==> config.mk <==
export PLATFORM = sky130hd
export DESIGN_NAME = cpu_status_flag_register
export DESIGN_NICKNAME = d
export VERILOG_FILES = /design/src/cpu_status_flag_register.v
export VERILOG_INCLUDE_DIRS = /design/src
export SDC_FILE = /design/constraint.sdc
export NUM_CORES = 1
export LEC_CHECK = 0
export BUFFER_PORTS_ARGS = -buffer_cell sky130_fd_sc_hd__clkbuf_2
export CAP_MARGIN = 10
export CORE_MARGIN = 2
export CORE_UTILIZATION = 40
export CTS_CLUSTER_DIAMETER = 120
export DETAILED_ROUTE_END_ITERATION = 7
export MAX_ROUTING_LAYER = met4
export PLACE_DENSITY = 0.69
export SKIP_CTS_REPAIR_TIMING = 1
export SLEW_MARGIN = 20
export SYNTH_ARGS = -nofsm -noshare
export SYNTH_HDL_FRONTEND = slang
export SYNTH_SLANG_ARGS = --single-unit
==> constraint.sdc <==
create_clock -name I_CLK -period 1.7 [get_ports I_CLK]
set_clock_uncertainty 0.15 [all_clocks]
set_input_delay 0.17 -clock I_CLK [delete_from_list [all_inputs] [get_ports I_CLK]]
set_output_delay 0.17 -clock I_CLK [all_outputs]
set_load 0.05 [all_outputs]
==> src/cpu_status_flags_defs.vh <==
`ifndef CPU_STATUS_FLAGS_DEFS_VH
`define CPU_STATUS_FLAGS_DEFS_VH

// Register addresses on the plain register port (word indices).
`define ADDR_STATUS_FLAGS 4'h0
`define ADDR_CORE_CONTROL 4'h1
`define ADDR_IRQ_CONTROL_ONE 4'h2
`define ADDR_EVT_STATUS 4'h3
`define ADDR_EVT_MASK 4'h4

// Field positions of the status flag register.
`define BIT_ACC_A_OVERFLOW 15
`define BIT_ACC_B_OVERFLOW 14
`define BIT_ACC_A_CLIPPED 13
`define BIT_ACC_B_CLIPPED 12
`define BIT_EITHER_OVERFLOW 11
`define BIT_EITHER_CLIPPED 10
`define BIT_LOOP_ACTIVE 9
`define BIT_HALF_CARRY 8
`define BIT_PRIO_HI 7
`define BIT_PRIO_LO 5

// Field positions of the core control and interrupt control registers.
`define BIT_CORE_PRIO3 3
`define BIT_NESTING_DISABLE 15

// Event status bits.
`define EVT_ACC_A_OVERFLOW 0
`define EVT_ACC_B_OVERFLOW 1
`define EVT_ACC_A_CLIPPED 2
`define EVT_ACC_B_CLIPPED 3
`define EVT_WIDTH 4

// Reset values.
`define RESET_FLAGS 16'h0000
`define RESET_EVT 4'h0

`endif

==> src/cpu_status_flag_register.v <==
`timescale 1ns/1ps
`include "cpu_status_flags_defs.vh"
module cpu_status_flag_register (
  input wire I_CLK,
  input wire I_RST,
  input wire [3:0] i_addr,
  input wire [15:0] i_wdata,
  input wire i_wr,
  input wire i_rd,
  input wire i_acc_a_overflow,
  input wire i_acc_b_overflow,
  input wire i_acc_a_saturate,
  input wire i_acc_b_saturate,
  input wire i_loop_active,
  input wire i_hc_valid,
  input wire i_hc_byte,
  input wire [7:0] i_hc_op_a,
  input wire [7:0] i_hc_op_b,
  input wire i_hc_sub,
  output reg [15:0] o_rdata,
  output wire [3:0] o_cpu_priority_level,
  output wire o_user_irq_disable,
  output wire o_irq
);

  // Datapath flag state.
  reg acc_a_overflow_reg;
  reg acc_b_overflow_reg;
  reg loop_active_reg;
  reg half_carry_reg;

  // Priority and control state.
  reg [2:0] prio_low_reg;
  reg prio_hi_reg;
  reg nesting_disable_reg;
  reg [`EVT_WIDTH-1:0] evt_mask_reg;

  // Combinational next values and helpers.
  reg [15:0] rdata_next;
  reg [`EVT_WIDTH-1:0] evt_set;
  wire [1:0] ovf_vec;
  wire [1:0] ovf_rise_vec;
  wire [1:0] sat_vec;
  wire [1:0] clip_wr_vec;
  wire [1:0] clipped_vec;
  wire [`EVT_WIDTH-1:0] evt_status_vec;
  wire either_acc_overflow;
  wire either_acc_clipped_sticky;
  wire wr_status;
  wire wr_core_control;
  wire wr_irq_control;
  wire wr_evt_status;
  wire wr_evt_mask;
  wire hc_carry;
  wire [15:0] status_word;
  // Generate loop indices.
  genvar acc;
  genvar evt;

  // Address decode used by the write path; the read path decodes with a case.
  function sel;
    input [3:0] addr;
    input [3:0] target;
    begin
      sel = (addr == target);
    end
  endfunction

  // Half carry: carry or borrow out of the low nibble for bytes, low byte for words.
  function hc_out;
    input [7:0] a;
    input [7:0] b;
    input sub;
    input is_byte;
    reg [8:0] sum;
    reg [4:0] nib;
    begin
      sum = sub ? ({1'b0, a} - {1'b0, b}) : ({1'b0, a} + {1'b0, b});
      nib = sub ? ({1'b0, a[3:0]} - {1'b0, b[3:0]}) : ({1'b0, a[3:0]} + {1'b0, b[3:0]});
      hc_out = is_byte ? nib[4] : sum[8];
    end
  endfunction

  // Write decode, one strobe per register, shared by every writable register below.
  assign wr_status = i_wr && sel(i_addr, `ADDR_STATUS_FLAGS);
  assign wr_core_control = i_wr && sel(i_addr, `ADDR_CORE_CONTROL);
  assign wr_irq_control = i_wr && sel(i_addr, `ADDR_IRQ_CONTROL_ONE);
  assign wr_evt_status = i_wr && sel(i_addr, `ADDR_EVT_STATUS);
  assign wr_evt_mask = i_wr && sel(i_addr, `ADDR_EVT_MASK);

  // Per-accumulator inputs gathered into vectors; index 0 is accumulator A, index 1 accumulator B.
  assign ovf_vec = {i_acc_b_overflow, i_acc_a_overflow};
  assign sat_vec = {i_acc_b_saturate, i_acc_a_saturate};
  assign clip_wr_vec = {i_wdata[`BIT_ACC_B_CLIPPED], i_wdata[`BIT_ACC_A_CLIPPED]};

  // Half carry of the operands presented this cycle.
  assign hc_carry = hc_out(i_hc_op_a, i_hc_op_b, i_hc_sub, i_hc_byte);

  // Combined flags are pure ORs, so a write can never set them directly.
  assign either_acc_overflow = acc_a_overflow_reg | acc_b_overflow_reg;
  assign either_acc_clipped_sticky = |clipped_vec;

  // Priority outputs come straight from registers, so they never glitch.
  assign o_cpu_priority_level = {prio_hi_reg, prio_low_reg};
  assign o_user_irq_disable = prio_hi_reg;

  // Level interrupt: high while any unmasked event bit is set.
  assign o_irq = |(evt_status_vec & evt_mask_reg);

  // Status word assembled field by field from the shared bit positions.
  assign status_word[`BIT_ACC_A_OVERFLOW] = acc_a_overflow_reg;
  assign status_word[`BIT_ACC_B_OVERFLOW] = acc_b_overflow_reg;
  assign status_word[`BIT_ACC_A_CLIPPED] = clipped_vec[0];
  assign status_word[`BIT_ACC_B_CLIPPED] = clipped_vec[1];
  assign status_word[`BIT_EITHER_OVERFLOW] = either_acc_overflow;
  assign status_word[`BIT_EITHER_CLIPPED] = either_acc_clipped_sticky;
  assign status_word[`BIT_LOOP_ACTIVE] = loop_active_reg;
  assign status_word[`BIT_HALF_CARRY] = half_carry_reg;
  assign status_word[`BIT_PRIO_HI:`BIT_PRIO_LO] = prio_low_reg;
  // The low arithmetic flags are kept elsewhere in the core, so they read zero here.
  assign status_word[4:0] = 5'h00;

  // Previous overflow level per accumulator, for the overflow events.
  generate
    for (acc = 0; acc < 2; acc = acc + 1) begin : ovf_track
      reg prev_ovf_reg;
      always @(posedge I_CLK or posedge I_RST) begin
        if (I_RST) begin
          prev_ovf_reg <= 1'b0;
        end else begin
          prev_ovf_reg <= ovf_vec[acc];
        end
      end
      // Only a fresh overflow raises an event; a held overflow does not retrigger it.
      assign ovf_rise_vec[acc] = ovf_vec[acc] & ~prev_ovf_reg;
    end
  endgenerate

  // Overflow flags follow the accumulators every cycle and read zero once the overflow is gone.
  always @(posedge I_CLK or posedge I_RST) begin
    if (I_RST) begin
      acc_a_overflow_reg <= 1'b0;
      acc_b_overflow_reg <= 1'b0;
    end else begin
      acc_a_overflow_reg <= i_acc_a_overflow;
      acc_b_overflow_reg <= i_acc_b_overflow;
    end
  end

  // Loop flag mirrors the loop hardware; software writes cannot reach it.
  always @(posedge I_CLK or posedge I_RST) begin
    if (I_RST) begin
      loop_active_reg <= 1'b0;
    end else begin
      loop_active_reg <= i_loop_active;
    end
  end

  // Half carry: an ALU result wins over a software write in the same cycle.
  always @(posedge I_CLK or posedge I_RST) begin
    if (I_RST) begin
      half_carry_reg <= 1'b0;
    end else begin
      if (i_hc_valid) begin
        half_carry_reg <= hc_carry;
      end else if (wr_status) begin
        half_carry_reg <= i_wdata[`BIT_HALF_CARRY];
      end
    end
  end

  // Clipped flags: saturation wins over a software write in the same cycle, so no saturation is lost.
  // Software should write both flags at once; a bit operation could race with a saturating accumulator.
  generate
    for (acc = 0; acc < 2; acc = acc + 1) begin : clip_flag
      reg clipped_bit_reg;
      always @(posedge I_CLK or posedge I_RST) begin
        if (I_RST) begin
          clipped_bit_reg <= 1'b0;
        end else if (sat_vec[acc]) begin
          clipped_bit_reg <= 1'b1;
        end else if (wr_status) begin
          clipped_bit_reg <= clip_wr_vec[acc] & i_wdata[`BIT_EITHER_CLIPPED];
        end
      end
      assign clipped_vec[acc] = clipped_bit_reg;
    end
  endgenerate

  // Low priority bits are frozen while nesting is disabled, so a handler cannot lower its own level through the status register.
  always @(posedge I_CLK or posedge I_RST) begin
    if (I_RST) begin
      prio_low_reg <= 3'h0;
    end else if (wr_status && !nesting_disable_reg) begin
      prio_low_reg <= i_wdata[`BIT_PRIO_HI:`BIT_PRIO_LO];
    end
  end

  // Upper priority bit, kept in the core control register.
  always @(posedge I_CLK or posedge I_RST) begin
    if (I_RST) begin
      prio_hi_reg <= 1'b0;
    end else if (wr_core_control) begin
      prio_hi_reg <= i_wdata[`BIT_CORE_PRIO3];
    end
  end

  // Nesting disable bit, kept in interrupt control register one.
  always @(posedge I_CLK or posedge I_RST) begin
    if (I_RST) begin
      nesting_disable_reg <= 1'b0;
    end else if (wr_irq_control) begin
      nesting_disable_reg <= i_wdata[`BIT_NESTING_DISABLE];
    end
  end

  // Rising overflow and every saturating cycle are the interrupt events.
  // A saturation held for several cycles sets the event each cycle, which the sticky bit absorbs.
  always @* begin
    evt_set = `RESET_EVT;
    evt_set[`EVT_ACC_A_OVERFLOW] = ovf_rise_vec[0];
    evt_set[`EVT_ACC_B_OVERFLOW] = ovf_rise_vec[1];
    evt_set[`EVT_ACC_A_CLIPPED] = sat_vec[0];
    evt_set[`EVT_ACC_B_CLIPPED] = sat_vec[1];
  end

  // One sticky bit per event, cleared by writing one; a new event beats the clear, so none is dropped.
  generate
    for (evt = 0; evt < `EVT_WIDTH; evt = evt + 1) begin : evt_bit
      reg status_bit_reg;
      always @(posedge I_CLK or posedge I_RST) begin
        if (I_RST) begin
          status_bit_reg <= 1'b0;
        end else if (evt_set[evt]) begin
          status_bit_reg <= 1'b1;
        end else if (wr_evt_status && i_wdata[evt]) begin
          status_bit_reg <= 1'b0;
        end
      end
      assign evt_status_vec[evt] = status_bit_reg;
    end
  endgenerate

  // Event mask, same layout as the event status.
  // Masking only gates the interrupt output; masked events are still recorded.
  always @(posedge I_CLK or posedge I_RST) begin
    if (I_RST) begin
      evt_mask_reg <= `RESET_EVT;
    end else if (wr_evt_mask) begin
      evt_mask_reg <= i_wdata[`EVT_WIDTH-1:0];
    end
  end

  // Read mux; unmapped addresses read zero.
  always @* begin
    rdata_next = 16'h0000;
    case (i_addr)
      `ADDR_STATUS_FLAGS: begin
        rdata_next = status_word;
      end
      `ADDR_CORE_CONTROL: begin
        rdata_next[`BIT_CORE_PRIO3] = prio_hi_reg;
      end
      `ADDR_IRQ_CONTROL_ONE: begin
        rdata_next[`BIT_NESTING_DISABLE] = nesting_disable_reg;
      end
      `ADDR_EVT_STATUS: begin
        rdata_next[`EVT_WIDTH-1:0] = evt_status_vec;
      end
      `ADDR_EVT_MASK: begin
        rdata_next[`EVT_WIDTH-1:0] = evt_mask_reg;
      end
      default: begin
        rdata_next = 16'h0000;
      end
    endcase
  end

  // Read data stands only in the cycle after the strobe.
  // Returning to zero keeps a stale word from being mistaken for a fresh read.
  always @(posedge I_CLK or posedge I_RST) begin
    if (I_RST) begin
      o_rdata <= 16'h0000;
    end else if (i_rd) begin
      o_rdata <= rdata_next;
    end else begin
      o_rdata <= 16'h0000;
    end
  end

endmodule

==> flow_summary_export.csv, run 1 <==
group,metric,value,unit
outcome,status,"finished, violations left",
outcome,violations,"hold timing, setup timing",
clock_tree,cts-root-buf,"clkbuf_8",
final_layout,nets,311,
synthesis,yosysWarnings,0,
drt,drc_errors,0,
grt,use_met2,0.270,
worst_setup_path,r2r.worst_path.cells,2,
grt,grt_max_degree,35,
clock_tree,cts_made_buffers,5,
power_and_ir_drop,p_total,0.00210,W
final_layout,final_common_cell,"clkbuf_2",
sta,setup_ws,-0.410,ns
synthesis,synth_top_area_frac,0.505,
synthesis,syn-mean-instance-area,10.8,sq um
placement,dp_hpwl,2950,microns
clock_tree,clk_path_buf_depth,2,
placement,dpl.cell_count,282,
worst_setup_path,crit_type,"input pin to flop",
final_layout,largest_register_ffs,15,
floorplan,core-area,4030,sq um
placement,placed_area,2190,sq um
worst_setup_path,crit_path_end,"half_carry_reg$_DFFE_PP0P_",
sta,period_needed,2.11,ns
synthesis,ys_seq_elements,34,
floorplan,num_rows,23,
worst_setup_path,r2r_setup_slack,0.41,ns
worst_setup_path,crit_top_cell,"buf_4",
floorplan,ios,70,
placement,port_buffers,64,
synthesis,synth-async-reset-ratio,1.00,
grt,grt_pass1_wl,5620,microns
drt,firstDrtPassIters,4,
worst_setup_path,reg2reg_from,"nesting_disable_reg$_DFFE_PP0P_",
final_layout,drive_above_1_share,0.402,
hold_path,hp-class,"input pin to flop",
synthesis,synth_flop_cell,"dfrtp_1",
worst_setup_path,critPathLaunch,"i_hc_op_b[2]",
grt,globalRouteOverflowTotal,0,
floorplan,fp.dieW,68.9,microns
clock_tree,clock_sinks,34,
grt,antenna_found_initial,0,
drt,drtIter0Drc,80,
synthesis,syn-instance-count,156,
final_layout,layout_common_cells,"clkbuf_2 (62), dfrtp_1 (34), buf_4 (18)",
drt,routed_via_density,4.92,
worst_setup_path,worstPathCellList,"clkbuf_2 > nor2_1 > buf_4 > a31oi_1 > xnor2_1 > ha_1 > nand4_1 > nor3_2 > buf_4 > nor4_1 > or3b_1 > o2bb2ai_1",
worst_setup_path,arrival,2.12,ns
synthesis,yosys.area.top_type,"dfrtp_1",
worst_setup_path,slowest_delay,0.35,ns
clock_tree,clk_latency,0.27,ns
grt,track_usage,0.164,
drt,ant_nets,0,
placement,gp_congestion,0.790,
final_layout,stdcell_area,2490,sq um
synthesis,synth_cell_types,37,
grt,busiest_layer,"met2",
clock_tree,cts_tree,"done",
power_and_ir_drop,p_per_area,845,nW/um^2
sta,min_period_over_period,1.24,
worst_setup_path,required,1.71,ns
drt,wl_per_cell,12.5,microns
grt,grt_use_met1,0.201,
grt,grt_pass1_vias,1299,
floorplan,die_h,68.9,microns
power_and_ir_drop,ir_worst_vdd,271,uV
synthesis,synth-edff-count,0,
clock_tree,clk_pin_slew_worst_paths,0.06,ns
drt,num_vias,1505,
final_layout,antenna_cells,0,
worst_setup_path,worstSetupStartpointType,"input pin",
flow_run,drv_cap,0,
worst_setup_path,endpoint_kind,"flop",
sta,hold_viol,1,
clock_tree,cts_max_level,2,
final_layout,final_cells,306,
power_and_ir_drop,p_leak,1.24,nW
sta,max_freq,474,MHz
final_layout,area_growth,47.8,%
synthesis,seq_area_frac_synth,0.505,
worst_setup_path,critPathMaxFanout,4,
worst_setup_path,rr_endpoint,"prio_low_reg[0]$_DFFE_PP0P_",
sta,tns,-0.410,ns
synthesis,netlist_area,1690,sq um
final_layout,fill_cells,346,
synthesis,synthTopCellsByArea,"dfrtp_1 (50%), ha_1 (5.9%), mux2_1 (4.7%)",
sta,setup_violations,1,
sta,rsz0062_at_grt,"yes",
worst_setup_path,crit_slowest_cell,"or3b_1",
floorplan,die_area,4750,sq um
synthesis,syn-num-nets,212,
floorplan,start_util,0.418,
grt,use_met3,0.0373,
drt,wl,3840,microns
sta,finalMaxSlewViolations,0,
sta,whs,-0.00665,ns
synth_stat cells (2+ instances only):
cell type  count
nand3_1        2
nor3_1         7
mux2_2         2
o21ai_1        2
mux2i_1        3
dfrtp_1       34
o21a_1         3
nand2_1       12
nor2_1        13
a211o_1        2
clkbuf_1       3
inv_1          7
xnor2_1        6
a31oi_1        3
nand4b_1       2
a21oi_1        4
a21o_1         2
ha_1           8
buf_4          2
and2_1         9
mux2_1         7
nor2b_1        4
a22oi_1        5
worst min-delay path by stage:
| stage | endpoint | startpoint | slack (ns) | depth (start not counted) |
|---|---|---|---|---|
| after global placement | o_rdata[9]$_DFF_PP0_ | I_RST | 0.11 | 3 |
| after global routing | evt_mask_reg[3]$_DFFE_PP0P_ | i_wdata[3] | 0.003 | 2 |
| after detailed placement | o_rdata[9]$_DFF_PP0_ | I_RST | 0.11 | 3 |
| after floorplan | acc_a_overflow_reg$_DFF_PP0_ | i_acc_a_overflow | 0.05 | 0 |
| final | evt_mask_reg[3]$_DFFE_PP0P_ | i_wdata[3] | -0.007 | 2 |
| after CTS | o_rdata[9]$_DFF_PP0_ | I_RST | -0.18 | 3 |
worst max-delay path: cells and delay by family:
family          cells  cell delay (ns)
compound gates      2             0.22
simple gates        5             0.89
xor+xnor            1             0.14
buf+inv             3             0.42
fa+ha+maj           1             0.29
report_power, final:
group | internal, W | total [W] | switching [W]
clock | 0.000326 | 0.000586 | 0.000260
combinational | 0.000239 | 0.000590 | 0.000351
sequential | 0.000881 | 0.000929 | 0.0000475
kinds of logic (layout without fill, tap and decap cells):
family / count (synthesis) / in the layout / synth area share
and+or+nand+nor: 55 / 55 / 0.169
other: 1 / 1 / 0.00223
xor gates and xnor gates: 7 / 7 / 0.0364
muxes: 12 / 12 / 0.0780
buffers and inverters: 12 / 112 / 0.0312
AOI/OAI and AO/OA: 27 / 27 / 0.120
DFF: 34 / 34 / 0.505
adders and majority gates: 8 / 8 / 0.0594
layer usage:
| layer | vias to the layer above | wire length [microns] |
|---|---|---|
| met1 | 689 | 1670 |
| met5 | - | 0 |
| met3 | 9 | 255 |
| met4 | 0 | 52 |
| met2 | 58 | 1860 |
| li1 | 749 | - |
through the flow:
stage | utilization | setup slack (ns)
2_1_floorplan | - | -0.457
3_3_place_gp | 0.543 | -0.622
3_5_place_dp | 0.543 | -0.756
4_1_cts | 0.566 | -0.458
5_1_grt | 0.618 | -0.556
6_report | 0.618 | -0.410
layout make-up:
cell class                 count  area, sq um  area share
clock inverter                 1         5.00     0.00201
tap                           50         62.6      0.0251
clock buffer                   7         86.3      0.0347
multi-input combinational    110          832       0.334
inverter                       7         31.3      0.0126
sequential                    34          851       0.342
timing repair buffer          97          623       0.250
Power figures use the tool's default switching activity.
==> inputs of run 2 (changes only) <==
--- a/config.mk
+++ b/config.mk
@@ -10,10 +10,10 @@
 export CAP_MARGIN = 10
 export CORE_MARGIN = 2
 export CORE_UTILIZATION = 40
-export CTS_CLUSTER_DIAMETER = 120
 export DETAILED_ROUTE_END_ITERATION = 7
 export MAX_ROUTING_LAYER = met4
 export PLACE_DENSITY = 0.69
+export REMOVE_ABC_BUFFERS = 1
 export SKIP_CTS_REPAIR_TIMING = 1
 export SLEW_MARGIN = 20
 export SYNTH_ARGS = -nofsm -noshare
==> run 2 against run 1 <==
  * The run ends with setup timing left
  * Via count fell by 3.4%
  * Wire length rose by 2.2%
  * Clock-buffer cell count shrank 2
  * Clock power is 23% higher
  * Die area unchanged
==> flow_summary_export.csv, run 2 (same netlist as run 1, synthesis figures left out) <==
group,metric,value,unit
outcome,status,"finished, violations left",
outcome,violations,"setup timing",
grt,antenna_found_initial,0,
worst_setup_path,critPathMaxFanout,2,
flow_run,drv_cap,0,
final_layout,fin_util,0.610,
final_layout,final_common_cell,"clkbuf_2",
final_layout,drive_above_1_share,0.383,
sta,period_needed,2.10,ns
clock_tree,clock_sinks,34,
drt,drtIter0Drc,62,
final_layout,nets,308,
grt,globalRouteOverflowTotal,0,
grt,grt_pass1_wl,5870,microns
placement,placed_area,2150,sq um
hold_path,hp-class,"input pin to flop",
drt,drc_errors,0,
floorplan,core-area,4030,sq um
sta,hold_viol,0,
placement,gp_congestion,0.754,
worst_setup_path,required,1.72,ns
grt,track_usage,0.175,
floorplan,start_util,0.418,
placement,pre_cts_ws,-0.728,ns
placement,port_buffers,64,
sta,setup_violations,1,
grt,grt_pass1_vias,1298,
grt,grt_max_degree,35,
sta,min_period_over_period,1.23,
power_and_ir_drop,p_per_area,905,nW/um^2
final_layout,stdcell_area,2460,sq um
drt,num_vias,1454,
final_layout,layout_common_cells,"clkbuf_2 (62), dfrtp_1 (34), buf_4 (16)",
floorplan,die_h,68.9,microns
power_and_ir_drop,ir_worst_vdd,388,uV
drt,routed_via_density,4.80,
drt,wl,3920,microns
worst_setup_path,worstSetupStartpointType,"input pin",
sta,max_freq,477,MHz
clock_tree,cts_tree,"done",
sta,whs,0.0143,ns
floorplan,fp.dieW,68.9,microns
sta,rsz0062_at_grt,"yes",
drt,wl_per_cell,12.9,microns
drt,wl_met3,256,microns
worst_setup_path,r2r_setup_slack,0.43,ns
placement,dpl.cell_count,280,
worst_setup_path,crit_type,"input pin to flop",
clock_tree,cts-root-buf,"clkbuf_8",
floorplan,die_area,4750,sq um
drt,firstDrtPassIters,4,
final_layout,area_growth,45.7,%
floorplan,ios,70,
clock_tree,clk_pin_slew_worst_paths,0.06,ns
power_and_ir_drop,p_leak,1.23,nW
drt,dr_wl_met2,1960,microns
worst_setup_path,endpoint_kind,"flop",
final_layout,final_cells,303,
clock_tree,cts_made_buffers,5,
drt,highest_layer,"met4",
clock_tree,clk_latency,0.29,ns
clock_tree,clk_path_buf_depth,2,
clock_tree,cts_max_level,2,
drt,ant_nets,0,
sta,setup_ws,-0.398,ns
final_layout,largest_register_ffs,15,
floorplan,num_rows,23,
final_layout,antenna_cells,0,
placement,dp_hpwl,2860,microns
drt,met1Wirelength,1640,microns
sta,finalMaxSlewViolations,0,
worst_setup_path,arrival,2.12,ns
-- run 2: metal layers --
metal  GRT usage  vias up
met3      0.0584        6
met1       0.213      668
li1            -      736
met2       0.270       44
met5           -        -
met4      0.0662        0
-- run 2: stage by stage --
step / setup TNS [ns] / total power [W]
final: -0.398 / 0.00222
after global routing: -0.544 / 0.00233
after CTS: -0.427 / 0.00219
after detailed placement: -0.728 / 0.00147
after global placement: -0.663 / 0.00146
after floorplan: -0.484 / 0.00128
-- run 2: where the power goes --
group          internal [W]  total (W)  switching (W)
Sequential         0.000881   0.000930      0.0000495
Combinational      0.000229   0.000573       0.000344
Clock              0.000431   0.000719       0.000288
Total               0.00154    0.00222       0.000682
-- run 2: final timing paths --
kind | startpoint | endpoint | cells after the start
worst max-delay path | i_hc_op_b[0] | half_carry_reg$_DFFE_PP0P_ | 10
max in group asynchronous | I_RST | o_user_irq_disable$_DFFE_PP0P_ | 4
worst min register to register | loop_active_reg$_DFF_PP0_ | o_rdata[9]$_DFF_PP0_ | 1
worst max register to register | nesting_disable_reg$_DFFE_PP0P_ | prio_low_reg[0]$_DFFE_PP0P_ | 2
min in group asynchronous | I_RST | evt_bit[1].status_bit_reg$_DFFE_PP0P_ | 4
worst min-delay path | i_wdata[3] | evt_mask_reg[3]$_DFFE_PP0P_ | 2
-- run 2: final cells by class --
type	count	area [sq um]
inverters	7	28.8
fillers	342	1570
clock inverters	3	40.0
clock buffers	5	68.8
well taps	50	62.6
flip-flops and latches	34	851
repair buffers	94	593
multi-input cells	110	812
-- run 2: worst max-delay path, cell delays in order --
cell	delay, ns
buf_6	0.09
inv_2	0.06
ha_4	0.19
mux2i_1	0.14
ha_1	0.28
a2111oi_4	0.40
nor3_2	0.08
o31ai_2	0.23
or3b_1	0.36
o2bb2ai_1	0.12
